### config.mk
export PLATFORM = sky130hd
export DESIGN_NAME = fls_top
export DESIGN_NICKNAME = d
export VERILOG_FILES = /design/src/fls_pkg.sv /design/src/fls_uart.sv /design/src/fls_top.sv
export SDC_FILE = /design/constraint.sdc
export NUM_CORES = 1
export LEC_CHECK = 0
export ABC_AREA = 1
export BUFFER_PORTS_ARGS = -buffer_cell sky130_fd_sc_hd__buf_2
export CAP_MARGIN = 20
export CORE_ASPECT_RATIO = 0.6
export CORE_MARGIN = 5
export CORE_UTILIZATION = 30
export DETAILED_ROUTE_END_ITERATION = 8
export HOLD_SLACK_MARGIN = 0.1
export SYNTH_ARGS = -nofsm -noshare
export SYNTH_HDL_FRONTEND = slang
export SYNTH_HIERARCHICAL = 1
export SYNTH_SLANG_ARGS = --single-unit
### constraint.sdc
create_clock -name clk -period 2.8 [get_ports clk]
set_clock_uncertainty 0.05 [all_clocks]
set_input_delay 0.42 -clock clk [delete_from_list [all_inputs] [get_ports clk]]
set_output_delay 0.42 -clock clk [all_outputs]
set_load 0.005 [all_outputs]
### src/fls_pkg.sv
// shared constants for the floating logic support block
`default_nettype none
package fls_pkg;
   // clock and link rates
   localparam int CLK_HZ = 20_000_000;
   localparam int UART_BAUD = 187_500;
   localparam int UART_DATA_BITS = 9;
   localparam int UART_BIT_CYC = (CLK_HZ + UART_BAUD / 2) / UART_BAUD;
   localparam int CFG_BIT_RATE = 1_500_000;
   localparam int CFG_BIT_CYC = CLK_HZ / CFG_BIT_RATE;
   localparam int CFG_BITS = 16;
   // mains window
   localparam int LINE_LOW_HZ = 55;
   localparam int LINE_HIGH_HZ = 66;
   localparam int LINE_MIN_PERIOD_CYC = (CLK_HZ + LINE_HIGH_HZ - 1) / LINE_HIGH_HZ;
   localparam int LINE_MAX_PERIOD_CYC = CLK_HZ / LINE_LOW_HZ;
   // offset trim modulator
   localparam int PWM_HZ = 23_000;
   localparam int PWM_PERIOD_CYC = CLK_HZ / PWM_HZ;
   localparam int PWM_W = 10;
   // real-time clock
   localparam int RTC_TICK_CYC = CLK_HZ;
   localparam int SQW_HZ = 1024;
   localparam int SQW_HALF_CYC = CLK_HZ / (2 * SQW_HZ);
   localparam logic [6:0] RTC_YEAR_LAST = 7'h63;
   // memory map
   localparam logic [15:0] MAP_PAGE_BASE = 16'h8000;
   localparam logic [15:0] MAP_REG_FIRST = 16'h1FC0;
   localparam logic [15:0] MAP_REG_LAST = 16'h1FDF;
   localparam logic [15:0] MAP_ROM_FIRST = 16'h2000;
   localparam logic [15:0] MAP_ROM_LAST = 16'h5FFF;
   localparam int PAGE_W = 5;
   // synchroniser layout: 13 control bits over the 16-bit bus
   localparam int SYNC_W = 29;
   localparam logic [SYNC_W-1:0] SYNC_RESET = 29'h07A0_0000;
   // uart receiver states, gray along the frame
   typedef enum logic [1:0] {
      FLS_RX_IDLE = 2'b00,
      FLS_RX_START = 2'b01,
      FLS_RX_DATA = 2'b11,
      FLS_RX_STOP = 2'b10
   } fls_rx_state_t;
endpackage : fls_pkg
`default_nettype wire

### src/fls_uart.sv
// nine-bit uart, one start bit, one stop bit
`timescale 1ns/1ps
`default_nettype none
module fls_uart #(
   parameter int CYC_PER_BIT = fls_pkg::UART_BIT_CYC,
   parameter int DATA_BITS = fls_pkg::UART_DATA_BITS
) (
   input wire logic clk,
   input wire logic reset_n,
   input wire logic tx_start,
   input wire logic [DATA_BITS-1:0] tx_data,
   output logic tx_line,
   output logic tx_busy,
   input wire logic rx_line,
   output logic [DATA_BITS-1:0] rx_data,
   output logic rx_valid,
   output logic rx_frame_err
);
   localparam int CW = $clog2(CYC_PER_BIT + 1);
   localparam logic [CW-1:0] LAST = CW'(CYC_PER_BIT - 1);
   localparam logic [CW-1:0] HALF = CW'(CYC_PER_BIT / 2);
   localparam logic [3:0] TX_BITS = 4'(DATA_BITS + 1);
   localparam logic [3:0] RX_LAST = 4'(DATA_BITS - 1);

   initial begin
      if (CYC_PER_BIT < 4 || DATA_BITS < 1 || DATA_BITS > 14) $error("fls_uart: bad parameters");
   end

   logic [DATA_BITS:0] tx_shift;
   logic [3:0] tx_left;
   logic [CW-1:0] tx_cnt;
   fls_pkg::fls_rx_state_t rx_state;
   logic [CW-1:0] rx_cnt;
   logic [3:0] rx_bit;

   // idle high, start low, lsb first, stop high
   always_ff @(posedge clk or negedge reset_n) begin
      if (!reset_n) begin
         tx_line <= 1'b1;
         tx_busy <= 1'b0;
         tx_shift <= '0;
         tx_left <= 4'h0;
         tx_cnt <= '0;
      end else if (!tx_busy) begin
         if (tx_start) begin
            tx_shift <= {1'b1, tx_data};
            tx_left <= TX_BITS;
            tx_line <= 1'b0;
            tx_busy <= 1'b1;
            tx_cnt <= '0;
         end
      end else if (tx_cnt != LAST) begin
         tx_cnt <= tx_cnt + 1'b1;
      end else begin
         tx_cnt <= '0;
         if (tx_left == 4'h0) begin
            tx_busy <= 1'b0;
         end else begin
            tx_line <= tx_shift[0];
            tx_shift <= tx_shift >> 1;
            tx_left <= tx_left - 4'h1;
         end
      end
   end

   // sample each bit at its middle; a glitch shorter than half a bit is dropped
   always_ff @(posedge clk or negedge reset_n) begin
      if (!reset_n) begin
         rx_state <= fls_pkg::FLS_RX_IDLE;
         rx_cnt <= '0;
         rx_bit <= 4'h0;
         rx_data <= '0;
         rx_valid <= 1'b0;
         rx_frame_err <= 1'b0;
      end else begin
         rx_valid <= 1'b0;
         rx_frame_err <= 1'b0;
         rx_cnt <= rx_cnt + 1'b1;
         unique case (rx_state)
            fls_pkg::FLS_RX_IDLE: begin
               rx_cnt <= '0;
               if (!rx_line) rx_state <= fls_pkg::FLS_RX_START;
            end
            fls_pkg::FLS_RX_START: begin
               if (rx_cnt == HALF) begin
                  rx_cnt <= '0;
                  rx_bit <= 4'h0;
                  rx_state <= rx_line ? fls_pkg::FLS_RX_IDLE : fls_pkg::FLS_RX_DATA;
               end
            end
            fls_pkg::FLS_RX_DATA: begin
               if (rx_cnt == LAST) begin
                  rx_cnt <= '0;
                  rx_data <= {rx_line, rx_data[DATA_BITS-1:1]};
                  rx_bit <= rx_bit + 4'h1;
                  if (rx_bit == RX_LAST) rx_state <= fls_pkg::FLS_RX_STOP;
               end
            end
            fls_pkg::FLS_RX_STOP: begin
               if (rx_cnt == LAST) begin
                  rx_valid <= rx_line;
                  rx_frame_err <= !rx_line;
                  rx_state <= fls_pkg::FLS_RX_IDLE;
               end
            end
         endcase
      end
   end
endmodule : fls_uart
`default_nettype wire

### src/fls_top.sv
// floating logic support: memory interface, serial ports, clock, counter
`timescale 1ns/1ps
`default_nettype none
// Function
// - controller link: 11-bit frames, 187.5 kbit/s
// - frame is start, nine data, stop
// - mains 55 to 66 Hz selects 60 Hz
// - any other mains frequency selects 50 Hz
// - carry pulses extend count to 24 bits
// - latch bus address, drive word address bus
// - data, instruction and mappable memory segments
// - backplane uart, 187.5 kbit/s, nine bits
// - identical nine-bit uart for front panel
// - 1.5 Mbit/s clocked configuration shift port
// - time, date, periodic interrupt, square wave
// - hundred-year calendar with correct leap days
// - converter mode samples and counts comparator
// - frequency mode counts frequency input edges
// - eight-bit counter gives low count bits
// - counter overflow emits carry pulse
// - sync strobe latches the count
// - no memory write without good supply
// - 23 kHz modulator sets offset trim
// - byte write strobes from a0, high enable
// - reads always full word, one strobe
module fls_top #(
   parameter int LINE_MIN_CYC = fls_pkg::LINE_MIN_PERIOD_CYC,
   parameter int LINE_MAX_CYC = fls_pkg::LINE_MAX_PERIOD_CYC,
   parameter int RTC_TICK_CYC = fls_pkg::RTC_TICK_CYC,
   parameter int SQW_HALF_CYC = fls_pkg::SQW_HALF_CYC
) (
   input wire logic clk,
   input wire logic reset_n,
   input wire logic [15:0] addr_data_bus,
   input wire logic addr_latch_en,
   input wire logic inst_fetch,
   input wire logic read_n,
   input wire logic write_n,
   input wire logic byte_high_enable_n,
   input wire logic power_loss_warning,
   input wire logic [fls_pkg::PAGE_W-1:0] page_sel,
   input wire logic page_is_ram,
   output logic [19:1] memory_addr_bus,
   output logic rom_select,
   output logic ram_select,
   output logic asic_reg_select,
   output logic mem_read_n,
   output logic write_high_byte_n,
   output logic write_low_byte_n,
   input wire logic bp_tx_start,
   input wire logic [8:0] bp_tx_data,
   output logic backplane_tx,
   output logic bp_tx_busy,
   input wire logic backplane_rx_n,
   output logic [8:0] bp_rx_data,
   output logic bp_rx_valid,
   output logic bp_rx_frame_err,
   input wire logic panel_tx_start,
   input wire logic [8:0] panel_tx_data,
   output logic panel_tx,
   output logic panel_tx_busy,
   input wire logic panel_rx,
   output logic [8:0] panel_rx_data,
   output logic panel_rx_valid,
   output logic panel_rx_frame_err,
   input wire logic cfg_start,
   input wire logic [fls_pkg::CFG_BITS-1:0] cfg_wr_data,
   output logic config_shift_clk,
   output logic config_shift_out,
   input wire logic config_shift_in,
   output logic [fls_pkg::CFG_BITS-1:0] cfg_rd_data,
   output logic cfg_busy,
   output logic cfg_done,
   input wire logic rtc_set,
   input wire logic [5:0] set_second,
   input wire logic [5:0] set_minute,
   input wire logic [4:0] set_hour,
   input wire logic [4:0] set_day,
   input wire logic [3:0] set_month,
   input wire logic [6:0] set_year,
   output logic [5:0] second,
   output logic [5:0] minute,
   output logic [4:0] hour,
   output logic [4:0] day,
   output logic [3:0] month,
   output logic [6:0] year,
   output logic rtc_periodic_irq,
   output logic rtc_square_wave,
   input wire logic freq_mode,
   input wire logic comparator_in,
   input wire logic frequency_in,
   input wire logic count_sync,
   output logic comparator_sampled,
   output logic overflow_carry_pulse,
   output logic [7:0] latched_low_count,
   input wire logic mains_sense,
   output logic select_60hz,
   input wire logic [fls_pkg::PWM_W-1:0] trim_duty,
   output logic offset_trim_voltage
);
   localparam int LW = $clog2(LINE_MAX_CYC + 2);
   localparam int TW = $clog2(RTC_TICK_CYC + 1);
   localparam int SW = $clog2(SQW_HALF_CYC + 1);
   localparam int CFW = $clog2(fls_pkg::CFG_BIT_CYC + 1);

   initial begin
      if (LINE_MIN_CYC < 2 || LINE_MAX_CYC <= LINE_MIN_CYC || RTC_TICK_CYC < 2 || SQW_HALF_CYC < 1)
         $error("fls_top: bad parameters");
   end

   // two-flop synchroniser for every pin from the controller's side
   logic [fls_pkg::SYNC_W-1:0] sync_meta;
   logic [fls_pkg::SYNC_W-1:0] sync_q;
   always_ff @(posedge clk or negedge reset_n) begin
      if (!reset_n) begin
         sync_meta <= fls_pkg::SYNC_RESET;
         sync_q <= fls_pkg::SYNC_RESET;
      end else begin
         sync_meta <= {addr_latch_en, inst_fetch, read_n, write_n, byte_high_enable_n, power_loss_warning,
                       backplane_rx_n, panel_rx, config_shift_in, comparator_in, frequency_in, count_sync,
                       mains_sense, addr_data_bus};
         sync_q <= sync_meta;
      end
   end
   logic ale_s, fetch_s, rd_n_s, wr_n_s, byte_high_enable_n_s, pwr_s, bprx_n_s, fprx_s, cfgin_s, comp_s, freq_s, sync_s, mains_s;
   logic [15:0] ad_s;
   assign {ale_s, fetch_s, rd_n_s, wr_n_s, byte_high_enable_n_s, pwr_s, bprx_n_s, fprx_s, cfgin_s, comp_s, freq_s, sync_s,
           mains_s, ad_s} = sync_q;

   // edge history of synchronised levels
   logic ale_d, src_d, sync_d, mains_d;
   logic count_src;
   assign count_src = freq_mode ? freq_s : comp_s;
   always_ff @(posedge clk or negedge reset_n) begin
      if (!reset_n) begin
         ale_d <= 1'b0;
         src_d <= 1'b0;
         sync_d <= 1'b0;
         mains_d <= 1'b0;
      end else begin
         ale_d <= ale_s;
         src_d <= count_src;
         sync_d <= sync_s;
         mains_d <= mains_s;
      end
   end

   // address latch and segment mapper; decode happens when the latch closes
   logic addr_bit0;
   always_ff @(posedge clk or negedge reset_n) begin
      if (!reset_n) begin
         memory_addr_bus <= '0;
         rom_select <= 1'b0;
         ram_select <= 1'b0;
         asic_reg_select <= 1'b0;
         addr_bit0 <= 1'b0;
      end else if (ale_d && !ale_s) begin
         addr_bit0 <= ad_s[0];
         if (ad_s >= fls_pkg::MAP_PAGE_BASE) begin
            memory_addr_bus <= {page_sel, ad_s[14:1]};
            rom_select <= !page_is_ram;
            ram_select <= page_is_ram;
            asic_reg_select <= 1'b0;
         end else begin
            memory_addr_bus <= {4'h0, ad_s[15:1]};
            if (ad_s >= fls_pkg::MAP_REG_FIRST && ad_s <= fls_pkg::MAP_REG_LAST) begin
               rom_select <= 1'b0;
               ram_select <= 1'b0;
               asic_reg_select <= 1'b1;
            end else if (ad_s >= fls_pkg::MAP_ROM_FIRST && ad_s <= fls_pkg::MAP_ROM_LAST) begin
               rom_select <= 1'b1;
               ram_select <= 1'b0;
               asic_reg_select <= 1'b0;
            end else begin
               rom_select <= fetch_s;
               ram_select <= !fetch_s;
               asic_reg_select <= 1'b0;
            end
         end
      end
   end

   // strobes; a warning from the supply supervisor blocks every write
   always_ff @(posedge clk or negedge reset_n) begin
      if (!reset_n) begin
         mem_read_n <= 1'b1;
         write_high_byte_n <= 1'b1;
         write_low_byte_n <= 1'b1;
      end else begin
         mem_read_n <= rd_n_s;
         write_high_byte_n <= wr_n_s || pwr_s || byte_high_enable_n_s;
         write_low_byte_n <= wr_n_s || pwr_s || addr_bit0;
      end
   end

   // backplane receive pin is inverted, so it idles low
   fls_uart u_bp_uart (
      .clk(clk),
      .reset_n(reset_n),
      .tx_start(bp_tx_start),
      .tx_data(bp_tx_data),
      .tx_line(backplane_tx),
      .tx_busy(bp_tx_busy),
      .rx_line(!bprx_n_s),
      .rx_data(bp_rx_data),
      .rx_valid(bp_rx_valid),
      .rx_frame_err(bp_rx_frame_err)
   );
   fls_uart u_panel_uart (
      .clk(clk),
      .reset_n(reset_n),
      .tx_start(panel_tx_start),
      .tx_data(panel_tx_data),
      .tx_line(panel_tx),
      .tx_busy(panel_tx_busy),
      .rx_line(fprx_s),
      .rx_data(panel_rx_data),
      .rx_valid(panel_rx_valid),
      .rx_frame_err(panel_rx_frame_err)
   );

   // configuration shift port: msb first, out on clock low, sampled at rising edge
   logic [CFW-1:0] cfg_phase;
   logic [4:0] cfg_left;
   logic [fls_pkg::CFG_BITS-1:0] cfg_shift;
   always_ff @(posedge clk or negedge reset_n) begin
      if (!reset_n) begin
         cfg_phase <= '0;
         cfg_left <= 5'h00;
         cfg_shift <= '0;
         cfg_rd_data <= '0;
         cfg_busy <= 1'b0;
         cfg_done <= 1'b0;
         config_shift_clk <= 1'b0;
         config_shift_out <= 1'b0;
      end else begin
         cfg_done <= 1'b0;
         if (!cfg_busy) begin
            if (cfg_start) begin
               cfg_busy <= 1'b1;
               cfg_phase <= '0;
               cfg_left <= 5'(fls_pkg::CFG_BITS);
               cfg_shift <= cfg_wr_data;
               config_shift_out <= cfg_wr_data[fls_pkg::CFG_BITS-1];
            end
         end else if (cfg_phase == CFW'(fls_pkg::CFG_BIT_CYC / 2)) begin
            config_shift_clk <= 1'b1;
            cfg_shift <= {cfg_shift[fls_pkg::CFG_BITS-2:0], cfgin_s};
            cfg_phase <= cfg_phase + 1'b1;
         end else if (cfg_phase == CFW'(fls_pkg::CFG_BIT_CYC - 1)) begin
            config_shift_clk <= 1'b0;
            cfg_phase <= '0;
            cfg_left <= cfg_left - 5'h01;
            config_shift_out <= cfg_shift[fls_pkg::CFG_BITS-1];
            if (cfg_left == 5'h01) begin
               cfg_busy <= 1'b0;
               cfg_done <= 1'b1;
               cfg_rd_data <= cfg_shift;
            end
         end else begin
            cfg_phase <= cfg_phase + 1'b1;
         end
      end
   end

   // real-time clock; year 00 is a leap year, right for one century
   function automatic logic [4:0] fls_month_days(input logic [3:0] m, input logic [6:0] y);
      unique case (m)
         4'h2: fls_month_days = (y[1:0] == 2'b00) ? 5'h1D : 5'h1C;
         4'h4, 4'h6, 4'h9, 4'hB: fls_month_days = 5'h1E;
         default: fls_month_days = 5'h1F;
      endcase
   endfunction : fls_month_days

   logic [TW-1:0] tick_cnt;
   logic [SW-1:0] sqw_cnt;
   always_ff @(posedge clk or negedge reset_n) begin
      if (!reset_n) begin
         tick_cnt <= '0;
         rtc_periodic_irq <= 1'b0;
         second <= 6'h00;
         minute <= 6'h00;
         hour <= 5'h00;
         day <= 5'h01;
         month <= 4'h1;
         year <= 7'h00;
      end else begin
         rtc_periodic_irq <= 1'b0;
         if (rtc_set) begin
            tick_cnt <= '0;
            {second, minute, hour, day, month, year} <= {set_second, set_minute, set_hour, set_day, set_month,
                                                         set_year};
         end else if (tick_cnt != TW'(RTC_TICK_CYC - 1)) begin
            tick_cnt <= tick_cnt + 1'b1;
         end else begin
            tick_cnt <= '0;
            rtc_periodic_irq <= 1'b1;
            second <= (second == 6'h3B) ? 6'h00 : second + 6'h01;
            if (second == 6'h3B) begin
               minute <= (minute == 6'h3B) ? 6'h00 : minute + 6'h01;
               if (minute == 6'h3B) begin
                  hour <= (hour == 5'h17) ? 5'h00 : hour + 5'h01;
                  if (hour == 5'h17) begin
                     day <= (day >= fls_month_days(month, year)) ? 5'h01 : day + 5'h01;
                     if (day >= fls_month_days(month, year)) begin
                        month <= (month == 4'hC) ? 4'h1 : month + 4'h1;
                        if (month == 4'hC)
                           year <= (year == fls_pkg::RTC_YEAR_LAST) ? 7'h00 : year + 7'h01;
                     end
                  end
               end
            end
         end
      end
   end

   always_ff @(posedge clk or negedge reset_n) begin
      if (!reset_n) begin
         sqw_cnt <= '0;
         rtc_square_wave <= 1'b0;
      end else if (sqw_cnt == SW'(SQW_HALF_CYC - 1)) begin
         sqw_cnt <= '0;
         rtc_square_wave <= !rtc_square_wave;
      end else begin
         sqw_cnt <= sqw_cnt + 1'b1;
      end
   end

   // low count; the controller extends it with the carry pulses
   logic [7:0] low_count;
   always_ff @(posedge clk or negedge reset_n) begin
      if (!reset_n) begin
         low_count <= 8'h00;
         overflow_carry_pulse <= 1'b0;
         comparator_sampled <= 1'b0;
         latched_low_count <= 8'h00;
      end else begin
         comparator_sampled <= comp_s;
         overflow_carry_pulse <= 1'b0;
         if (count_src && !src_d) begin
            low_count <= low_count + 8'h01;
            overflow_carry_pulse <= (low_count == 8'hFF);
         end
         if (sync_s && !sync_d) latched_low_count <= low_count;
      end
   end

   // mains period between rising edges; a dead input saturates and falls back to 50 Hz
   logic [LW-1:0] line_cnt;
   always_ff @(posedge clk or negedge reset_n) begin
      if (!reset_n) begin
         line_cnt <= '0;
         select_60hz <= 1'b0;
      end else if (mains_s && !mains_d) begin
         line_cnt <= LW'(1);
         select_60hz <= (line_cnt >= LW'(LINE_MIN_CYC)) && (line_cnt <= LW'(LINE_MAX_CYC));
      end else if (line_cnt > LW'(LINE_MAX_CYC)) begin
         select_60hz <= 1'b0;
      end else begin
         line_cnt <= line_cnt + 1'b1;
      end
   end

   // trim modulator; duty is in clock cycles of the period
   logic [fls_pkg::PWM_W-1:0] pwm_cnt;
   always_ff @(posedge clk or negedge reset_n) begin
      if (!reset_n) begin
         pwm_cnt <= '0;
         offset_trim_voltage <= 1'b0;
      end else begin
         pwm_cnt <= (pwm_cnt == fls_pkg::PWM_W'(fls_pkg::PWM_PERIOD_CYC - 1)) ? '0 : pwm_cnt + 1'b1;
         offset_trim_voltage <= pwm_cnt < trim_duty;
      end
   end
endmodule : fls_top
`default_nettype wire

After elaboration in Yosys (flattened, before gate mapping)
Cells that the tools add are included.
{ "word_totals": {"regBits": 350, "out_inout_bits": 118, "inputBits": 119, "word_cells": 357} }
{ "classes": {"n_bitwise": 1, "addsub": 21, "eq_ne": 50, "n_lt_le_gt_ge": 10, "n_reduce_logical": 54, "mux": 159} }
{ "op_table": {"columns": ["op", "n"], "rows": [
  ["7-bit two-way mux", 18],
  ["5-bit two-way mux", 20],
  ["4-bit two-way mux", 23],
  ["10-bit two-way mux", 9],
  ["19-bit two-way mux", 3],
  ["1-bit two-way mux", 54],
  ["25-bit two-way mux", 2],
  ["16-bit two-way mux", 3],
  ["6-bit two-way mux", 7],
  ["7-bit one-hot mux with 3 select lines", 2],
  ["7-bit by 1-bit adder with 7-bit output, second input constant", 5],
  ["25-bit by 1-bit adder with 25-bit output, second input constant", 1],
  ["25-bit != test, second input constant", 1],
  ["4-bit equality test, second input constant", 6],
  ["2-bit two-way mux", 12],
  ["2-bit nonzero test", 12],
  ["7-bit equality test, second input constant", 3],
  ["2-bit by 1-bit != test with 1-bit output, second input constant", 10],
  ["19-bit by 1-bit adder with 19-bit output, second input constant", 1],
  ["19-bit >= comparator, second input constant", 1],
  ["19-bit > comparator, second input constant", 1],
  ["19-bit less-or-equal comparator, second input constant", 1],
  ["2-bit != test, second input constant", 9],
  ["3-bit AND reduction", 6],
  ["other kinds (42)", 85]
]} }

Logic depth before layout (Yosys ltp)
Gate-level depths: netlist of the first run.
{ "depth": {"ltp_word": 15, "depth_mapped": 16, "depth_no_buf": 16} }

Hierarchy
Netlist of the first run, hierarchy kept.
{ "by_module_without_submodules": {"columns": ["mod", "area_each_um2", "cells_each", "instances", "seq_area_each_um2"], "rows": [
  ["fls_top", 12187.9, 1455, 1, 6424.9],
  ["fls_uart (u_bp_uart)", 2439.8, 280, 1, 1177.4],
  ["fls_uart (u_panel_uart)", 2388.5, 295, 1, 1177.4]
]} }

Worst setup path after synthesis of the first run
Ideal clock, no wire load.
{ "synth_timing": {"kind": "reg-to-reg", "from": "reg month[0]", "to": "reg year[5]", "setup_time_ns": 0.117, "arrival_ns": 2.110, "synth_period_minus_slack_ns": 2.277, "stages_incl_launch_ff": 16, "required_time_ns": 2.633, "path_buffers": 0, "setup_slack_ns": 0.523, "path_cell_list": "dfstp_2 -> inv_1 -> ha_1 -> o21ai_0 -> a22oi_1 -> a21oi_1 -> ha_1 -> o21ai_0 -> nand2_1 -> nand2_1 -> nand2_1 -> nand2_1 -> nor2_2 -> nand2_2 -> nand2_1 -> nand2_1"} }
{ "synth_via": {"elab_chain_cells": 11, "elab_cells_between_ends": 17, "classes_between": "order compare (1); eq/ne (6); mux (6); reduce/logical (4)"} }
{ "synth_rtl": {"columns": ["item", "line_no", "text"], "rows": [
  ["start, declared", "fls_top.sv:85", "output logic [3:0] month,"],
  ["start signal, assigned", "fls_top.sv:291", "{second, minute, hour, day, month, year} <= {set_second, set_minute, set_hour, set_day, set_month,"],
  ["start signal, assigned", "fls_top.sv:306", "month <= (month == 4'hC) ? 4'h1 : month + 4'h1;"],
  ["4-bit by 3-bit equality test with 1-bit output or 4-bit equality test (tied branches)", "fls_top.sv:268", "unique case (m)"],
  ["4-bit OR reduction", "fls_top.sv:268", null],
  ["2-bit one-hot mux with 2 select lines", "fls_top.sv:268", null],
  ["5-bit two-way mux", "fls_top.sv:303", "if (hour == 5'h17) begin"],
  ["5-bit two-way mux", "fls_top.sv:301", "if (minute == 6'h3B) begin"],
  ["5-bit two-way mux", "fls_top.sv:299", "if (second == 6'h3B) begin"],
  ["5-bit two-way mux", "fls_top.sv:293", "end else if (tick_cnt != TW'(RTC_TICK_CYC - 1)) begin"],
  ["5-bit two-way mux", "fls_top.sv:289", "if (rtc_set) begin"],
  ["5-bit >= comparator", "fls_top.sv:305", "if (day >= fls_month_days(month, year)) begin"],
  ["2-bit nonzero test (no source line)", null, null],
  ["6-bit AND reduction (no source line) *", null, null],
  ["end signal, assigned", "fls_top.sv:291", null],
  ["end signal, assigned", "fls_top.sv:308", "year <= (year == fls_pkg::RTC_YEAR_LAST) ? 7'h00 : year + 7'h01;"],
  ["end, declared", "fls_top.sv:86", "output logic [6:0] year,"]
]} }
Every way passes the cells marked *; elsewhere a longest branch is shown, timed or not. The select of a mux whose other input is x is not followed.
A chain may end at the register's enable or synchronous reset.

Final worst setup path of the first run
{ "layout_timing": {"from": "reg month[0]", "to": "reg year[6]"} }
Same word-level chain as after synthesis.

==> results of run 1 <==
## worst reg2reg max path: cells and delay by family, from the launching register on
kind	cells	cell delay [ns]
adder cells (fa/ha/maj)	2	0.46
AND/OR/NAND/NOR	8	0.74
flip-flops	1	0.60
buffers and inverters	1	0.08
AO/OA/AOI/OAI	4	0.54
## registers in the layout, indices dropped and copies added, names as in the netlist, 8 cells and up
name,cells
cfg_rd_data,16
cfg_shift,16
latched_low_count,8
line_cnt,19
low_count,8
memory_addr_bus,19
pwm_cnt,10
sqw_cnt,14
sync_meta,29
sync_q,29
tick_cnt,25
u_bp_uart/rx_data,9
u_bp_uart/tx_shift,10
u_panel_uart/rx_data,9
u_panel_uart/tx_shift,10
## logic make-up (layout without fill, tap and decap cells)
kind of cell / Yosys count / count (layout) / share of synthesized area, %
AO/OA/AOI/OAI: 213 / 213 / 7.169
XOR/XNOR: 68 / 68 / 3.500
adder cells (fa/ha/maj): 50 / 50 / 3.676
buffers and inverters: 295 / 638 / 7.235
flip-flops: 350 / 350 / 51.60
multiplexers: 12 / 12 / 0.7206
AND/OR/NAND/NOR: 1042 / 1042 / 26.10
## layer usage
layer / vias up / part of all wire [%]
met5: - / 0.031
met4: 2 / 1.8
met3: 56 / 5.5
met2: 289 / 43
met1: 6716 / 50
li1: 7096 / -
## worst max path at each step
stage	endpoint	slack, ns	cells after the start
final	year[6]	0.29	15
after detailed placement	year[0]	0.14	15
after global placement	year[5]	0.29	15
after global routing	year[0]	0.04	15
after CTS	year[0]	0.11	15
after floorplan	year[5]	0.52	15
## power groups by stage
stage | Combinational [mW] | Sequential (mW) | Clock (mW)
final | 2.34 | 6.28 | 5.21
after global routing | 2.71 | 6.37 | 5.65
after CTS | 2.38 | 6.28 | 5.44
after detailed placement | 2.31 | 6.36 | 0
after global placement | 2.24 | 6.33 | 0
after floorplan | 1.49 | 6.23 | 0
## through the flow
stage	utilization [%]	total power, mW	setup WS (ns)	cells	cell area, um^2
after global routing	37.55	14.73	0.04070	3132	21030
final	37.55	13.83	0.2897	3132	21030
after floorplan	-	7.720	0.5231	2030	17020
after global placement	34.16	8.571	0.2874	3005	19130
after detailed placement	34.16	8.670	0.1443	3005	19130
after CTS	37.53	14.10	0.1145	3132	21020
## layout make-up
type	count	area, um^2
timing repair buffer	330	2082
tap	759	949.7
sequential	350	8780
fill	5743	34970
inverter	240	903.4
multi-input combinational	1385	7015
clock buffer	48	1050
clock inverter	20	245.2
## Yosys cell counts (all sizes together) (3+ instances only)
cell	instances
mux2i	10
a31oi	4
nand3	142
nor2	199
nand2	612
o211ai	15
clkinv	3
xnor2	15
nor3	30
buf	35
a21oi	35
o21ai	140
nand3b	5
nand4	47
dfrtp	333
xor2	53
dfstp	17
o22ai	9
ha	50
inv	237
clkbuf	20
o31ai	3
## repair_timing
action,CTS,global route
setup buffers,0,0
resized for setup,0,4
hold buffers,59,0
endpoints found under the hold margin,127,0
endpoints found under the setup margin,0,10
==> out/results.txt, run 1 <==
Initial Util: 30.39%
Hold Crit Start: panel_tx_data[4]
hpwl dp: 30020 um
FP Rows: 67
FF-to-FF setup slack: 0.29 ns
Final setup viols: 0
kind of end point of the critical path: register
RR Endpoint: year[6]
post-route ant nets: 0
YS warnings: 6
Comb power frac: 16.9%
setup_tns: 0 ns
sequential fraction of the synthesis area: 51.60%
CP max-delay cell: dfstp_2
CP Cell Sequence: inv_1 > ha_1 > o21ai_1 > a22oi_1 > a21oi_1 > ha_1 > o21ai_0 > nand2_1 > nand2_2 > nand2_2 > nand2_1 > nor2_4 > nand2_2 > nand2_1 > nand2_1
count of cell types in the netlist: 52
number of clock sinks: 350
Iteration-0 DRC Markers: 952
Avg Cell Area, Syn: 8.382 um^2
routability cong.: 0.9069
minimum clock period: 2.510 ns
worst slew pin tran: 0.8008 ns
Ant. Diodes: 0
root buffer cell: clkbuf_16
internal power: 9.831 mW
core area: 56000 um^2
total CTS buffers: 38
critical path startpoint category: register
P_leak: 10.73 nW
P&R area growth vs syn: 23.56%
worst slew margin relative to its limit: 46.61%
clock network fraction of total power: 37.6%
DIE AREA: 61740 um^2
most frequent cells in the layout: nand2_1 (598), dfrtp_1 (333), buf_2 (235)
DR pass1 iterations: 6
share of layout cells above drive strength 1: 17.99%
CTS tree: yes
vias in the first global route: 13780
first-pass GRT wire length: 69840 um
crit share post-route: 89.65%
largest net degree at the start of global routing: 93
grt peak-use layer: met2
hold_ws: 0.1383 ns
kind of critical path: register to register
post-synth top area cell: dfrtp_1
pwr dens: 657.6 nW/um^2
GRT Total Usage: 13.17%
cell count after synthesis: 2030
r2r worst-path depth: 15
initial antenna violation count: 2
crit path DAT: 2.94 ns
NumNets Final: 2514
crit-path most repeated cell: nand2_1
Die X: 317.5 um
grt ovf: 0
CTS clock-pin slew for the worst setup and hold paths: 0.07 ns
global routing usage on met2: 19.99%
Synth area leaders: dfrtp_1 (49%), nand2_1 (13%), inv_1 (4.8%)
flops & latches, synth: 350
Net Sw Frac: 28.89%
Worst Setup SP: month[0]
Worst Path Buf+Inv: 1
clock latency on the worst-skew pair: 0.54 ns
status: complete, no violations
Slew Limit Fails: 0
R2R Path Start: month[0]
Die Height: 194.5 um
area of the mapped netlist: 17020 um^2
CP top delay family: simple AND/OR/NAND/NOR gates
drt total wl: 41320 um
WHS Path Cells: 5
met1 Track Usage GR: 19.23%
most common cell after layout, fill and taps aside: nand2_1
Hold Violations, Final: 0
Top-Level Pins: 237
WHS Endpoint: u_panel_uart/tx_shift[4]
DR vias: 14160
EDFF count, synth: 0
Critical Path RT: 3.23 ns
maxcap violations: 0
worst-path fanout max: 8
met3 GRT Util: 2.942%
Worst path max stage delay: 0.60 ns
HP Class: input port to register
I/O Buffers: 236
CTS H-Tree Depth: 2
RSZ-0062 raised after global routing: false
WL/cell: 13.19 um
Reg power frac: 45.4%
worst-case clock buffer depth: 3
peak supply drop: 0.5694 mV
Sw Pwr: 3.994 mW
Async S/R FF share, synth: 100.0%
syn nets: 2199
post-synth top area share: 48.97%
drt via density: 4.521
DRC violations left: 0
ys flop type: dfrtp_1
f_max: 398.4 MHz
Note: power is estimated with default switching activity, not from simulation.
==> run 2, diff against run 1 <==
- CTS_BUF_LIST: default -> sky130_fd_sc_hd__clkbuf_16
- CTS_CLUSTER_DIAMETER: default -> 40
==> out/results.txt, run 2 (synthesis gave the netlist of run 1 again) <==
Post-CTS Setup Inserts: 0
NumNets Final: 2536
worst-path fanout max: 8
setup_tns: 0 ns
Placement Setup Slack: 0.1443 ns
grt peak-use layer: met2
Final setup viols: 0
crit share post-route: 90.06%
DR pass1 iterations: 5
first-pass GRT wire length: 70060 um
Worst Setup SP: month[0]
WL/cell: 13.14 um
worst-case clock buffer depth: 3
maxcap violations: 0
share of layout cells above drive strength 1: 18.21%
Slew Limit Fails: 0
worst slew margin relative to its limit: 46.07%
R2R Path Start: month[0]
most frequent cells in the layout: nand2_1 (598), dfrtp_1 (333), buf_2 (235)
Final Power: 14.71 mW
FP Rows: 67
HP Class: input port to register
drt total wl: 41570 um
met1 Track Usage GR: 19.30%
Iteration-0 DRC Markers: 896
drt via density: 4.528
pwr dens: 685.0 nW/um^2
fin cells: 3164
crit path DAT: 2.97 ns
CTS tree: yes
clock latency on the worst-skew pair: 0.56 ns
Ant. Diodes: 0
total CTS buffers: 46
kind of critical path: register to register
minimum clock period: 2.522 ns
met3 GRT Util: 2.921%
kind of end point of the critical path: register
peak supply drop: 0.3846 mV
grt ovf: 0
critical path startpoint category: register
hpwl dp: 30020 um
worst slew pin tran: 0.8090 ns
Die X: 317.5 um
Top Registers: sync_meta: 29 flops, sync_q: 29 flops, tick_cnt: 25 flops
DRC violations left: 0
RSZ-0062 raised after global routing: false
root buffer cell: clkbuf_16
routability cong.: 0.9069
Top-Level Pins: 237
DIE AREA: 61740 um^2
I/O Buffers: 236
Initial Util: 30.39%
P_leak: 10.97 nW
f_max: 396.6 MHz
P&R area growth vs syn: 26.19%
post-route ant nets: 0
Die Height: 194.5 um
largest net degree at the start of global routing: 93
final core occ: 38.35%
CTS clock-pin slew for the worst setup and hold paths: 0.06 ns
vias in the first global route: 13880
initial antenna violation count: 2
Hold Crit Start: set_minute[4]
Critical Path RT: 3.24 ns
number of clock sinks: 350
placed cells: 3005
Hold Violations, Final: 0
most common cell after layout, fill and taps aside: nand2_1
global routing usage on met2: 20.06%
core area: 56000 um^2
CTS H-Tree Depth: 2
Setup WS post-layout: 0.2783 ns
GRT Total Usage: 13.19%
DR vias: 14330
status: complete, no violations
run 2: cell types whose count changed in the layout (fill, tap and decap cells not counted), sizes merged:
cell / delta
dlygate4sd3: +14
inv: +16
clkbuf: -1
clkinv: +4
bufinv: +1
clkinvlp: -2
run 2: power by group:
group / internal [mW] / leakage, nW / total [mW] / switching, mW
sequential: 5.71 / 4.44 / 6.28 / 0.573
clock: 3.69 / 0.808 / 6.07 / 2.39
combinational: 1.01 / 5.72 / 2.36 / 1.35
total: 10.4 / 11.0 / 14.7 / 4.31
run 2: worst paths after layout:
path | endpoint | slack, ns | cells past startpoint
hold / removal | minute[4] | 0.14 | 5
min in group asynchronous | src_d | 0.45 | 2
setup / recovery | year[0] | 0.28 | 15
hold reg to reg | sync_q[22] | 0.29 | 0
max in group asynchronous | month[0] | 1.42 | 3
setup reg to reg | year[0] | 0.28 | 15
run 2: layer usage:
metal	wire length [um]	share of wire, %
met5	13	0.031
met4	733	1.8
met3	2187	5.3
met2	17830	43
met1	20800	50
run 2: through the flow:
step                      hold slack [ns]  cell area (um^2)
after floorplan                   0.07441             17020
after global placement             0.2836             19130
after detailed placement           0.2847             19130
after CTS                          0.1005             21460
after global routing               0.1194             21470
final                              0.1373             21470
run 2: area by class of cell:
class	count	area, um^2
Inverter	240	903.4
Clock buffer	47	1176
Clock inverter	39	426.7
Sequential cell	350	8780
Tap cell	759	949.7
Fill cell	5694	34530
Timing Repair Buffer	344	2222
Multi-Input combinational cell	1385	7015
run 2: critical path, cell delays in order (launching register included):
cell and delay [ns]:
dfstp_2 0.60, inv_1 0.08, ha_1 0.22, o21ai_1 0.15
a22oi_1 0.09, a21oi_1 0.14, ha_1 0.24, o21ai_0 0.17
nand2_1 0.08, nand2_2 0.10, nand2_2 0.09, nand2_1 0.12
nor2_4 0.07, nand2_2 0.13, nand2_1 0.07, nand2_1 0.07
run 2: what timing repair did:
action	in CTS	in global routing
hold buffers	73	0
gates resized for setup	0	4
endpoints found under the hold margin	143	0
endpoints found under the setup margin	0	11
==> run 3, diff against run 2 <==
- BUFFER_PORTS_ARGS: -buffer_cell sky130_fd_sc_hd__buf_2 -> default
- DONT_BUFFER_PORTS: default -> 1
- SYNTH_HIERARCHICAL: 1 -> default
==> out/results.txt, run 3 <==
initial antenna violation count: 1
failing checks: negative hold slack
share of layout cells above drive strength 1: 6.262%
worst slew margin relative to its limit: 37.51%
pwr dens: 715.7 nW/um^2
maxcap violations: 0
sequential fraction of the synthesis area: 52.23%
EDFF count, synth: 0
crit share post-route: 91.22%
hold_ws: -0.4750 ns
Slew Limit Fails: 0
drt total wl: 40690 um
total CTS buffers: 44
worst slew pin tran: 0.9351 ns
Worst Path Buf+Inv: 3
post-synth top area share: 49.57%
Synth area leaders: dfrtp_1 (50%), nand2_1 (13%), inv_1 (4.9%)
routability cong.: 0.8918
Top-Level Pins: 237
flops & latches, synth: 350
CP Cell Sequence: inv_1 > ha_1 > o21ai_0 > a22oi_1 > a21oi_1 > ha_1 > inv_1 > nand2_1 > nand2_1 > nand2_1 > nand2_2 > nand2_2 > nand2_1 > nor2_4 > buf_4 > nand3_1 > nand2_1
post-synth top area cell: dfrtp_1
DRC violations left: 0
ys flop type: dfrtp_1
CTS tree: yes
Avg Cell Area, Syn: 8.426 um^2
Async S/R FF share, synth: 100.0%
minimum clock period: 2.554 ns
Initial Util: 30.20%
Iteration-0 DRC Markers: 1163
drt via density: 4.640
peak supply drop: 0.4966 mV
commonest cells in the netlist: nand2_1 (580), dfrtp_1 (333), inv_1 (221)
most common cell after layout, fill and taps aside: nand2_1
worst-case clock buffer depth: 3
post-route ant nets: 0
syn nets: 2164
crit path DAT: 2.95 ns
CTS H-Tree Depth: 2
I/O Buffers: 0
root buffer cell: clkbuf_16
Die Height: 193.4 um
FP Rows: 67
kind of end point of the critical path: register
setup_tns: 0 ns
HP Class: input port to asynchronous set/reset pin
worst-path fanout max: 7
grt ovf: 0
WL/cell: 14.03 um
area of the mapped netlist: 16810 um^2
final core occ: 36.07%
kind of critical path: register to register
CTS clock-pin slew for the worst setup and hold paths: 0.06 ns
hpwl dp: 27690 um
GRT Total Usage: 13.15%
DIE AREA: 61020 um^2
Top Registers: sync_meta: 29 flops, sync_q: 29 flops, tick_cnt: 25 flops
critical path startpoint category: register
Worst path max stage delay: 0.60 ns
most frequent cells in the layout: nand2_1 (578), dfrtp_1 (333), inv_1 (225)
Critical Path RT: 3.20 ns
number of clock sinks: 350
NumNets Final: 2277
count of cell types in the netlist: 54
clock latency on the worst-skew pair: 0.55 ns
most numerous cell in the Yosys netlist: nand2_1
cell count after synthesis: 1995
Hold Violations, Final: 350
Setup WS post-layout: 0.2459 ns
DR pass1 iterations: 6
first-pass GRT wire length: 67650 um
RSZ-0062 raised after global routing: false
f_max: 391.5 MHz
cts hold-fix bufs: 109
P&R area growth vs syn: 19.45%
P_leak: 9.756 nW
core area: 55660 um^2
Worst Setup SP: month[0]
YS warnings: 0
Final setup viols: 0
R2R Path Start: month[0]
CP max-delay cell: dfstp_2
Placement Setup Slack: 0.1813 ns
CP top delay family: simple AND/OR/NAND/NOR gates
crit-path most repeated cell: nand2_1
DR vias: 13460
Die X: 315.6 um
status: complete, but fails checks
vias in the first global route: 13110
largest net degree at the start of global routing: 351
-- run 3: changes by cell type after synthesis, sizes merged, moves of 5 or more --
cell / previous run / this run
nor2: 199 / 206
a21oi: 35 / 19
inv: 237 / 225
o21ai: 140 / 131
o211ai: 15 / 20
nand2: 612 / 588
mux2i: 10 / 18
-- run 3: kinds of logic (layout without fill, tap and decap cells) --
group / count (synthesis) / after routing / share of synthesized area (%)
and+or+nand+nor: 1029 / 1029 / 25.93
DFF: 350 / 350 / 52.23
buffers and inverters: 283 / 428 / 6.907
AOI/OAI and AO/OA: 196 / 196 / 6.513
xor gates and xnor gates: 67 / 67 / 3.491
adders and majority gates: 50 / 50 / 3.722
muxes: 20 / 20 / 1.206
other: 0 / 1 / 0
-- run 3: timing repair --
item	in CTS	in global routing
buffers inserted	0	2
hold endpoints to repair	488	350
setup endpoints to repair	0	11
gates resized for setup	0	3
-- run 3: final cells by class --
| class | count | area [um^2] |
|---|---|---|
| fill | 5638 | 35580 |
| sequential | 350 | 8780 |
| multi-input combinational | 1362 | 6882 |
| timing repair buffer | 123 | 1206 |
| clock buffer | 45 | 1126 |
| tap | 759 | 949.7 |
| inverter | 227 | 852.1 |
| clock inverter | 33 | 281.5 |
| antenna | 1 | 2.502 |
-- run 3: final timing paths --
check / to / cells past startpoint / slack [ns]
max in group asynchronous: memory_addr_bus[7] / 0 / 2.67
worst max register to register: year[3] / 17 / 0.25
worst min register to register: sync_q[8] / 0 / 0.30
worst max-delay path: year[3] / 17 / 0.25
min in group clk: offset_trim_voltage / 5 / 0.20
worst min-delay path: cfg_rd_data[9] / 0 / -0.48
-- run 3: stage by stage --
| step | hold WS (ns) | power [mW] | area [um^2] | std cells |
|---|---|---|---|---|
| floorplan | 0.07441 | 8.216 | 16810 | 1995 |
| global placement | 0.08554 | 8.662 | 17540 | 2710 |
| detailed placement | 0.09585 | 8.813 | 17540 | 2710 |
| CTS | -0.5229 | 14.59 | 20050 | 2897 |
| global route | -0.5293 | 15.31 | 20080 | 2900 |
| finish | -0.4750 | 14.37 | 20080 | 2900 |
-- run 3: layer usage --
metal	up-vias	wire, um	GRT usage [%]
met1	6405	19740	18.96
met2	367	17260	19.42
li1	6618	-	-
met3	66	2870	3.829
met4	0	809	3.418
met5	-	0	0
-- run 3: report_power, final --
part	internal, mW	switching (mW)
registers	5.91	0.768
clock network	3.17	2.32
logic	0.939	1.28
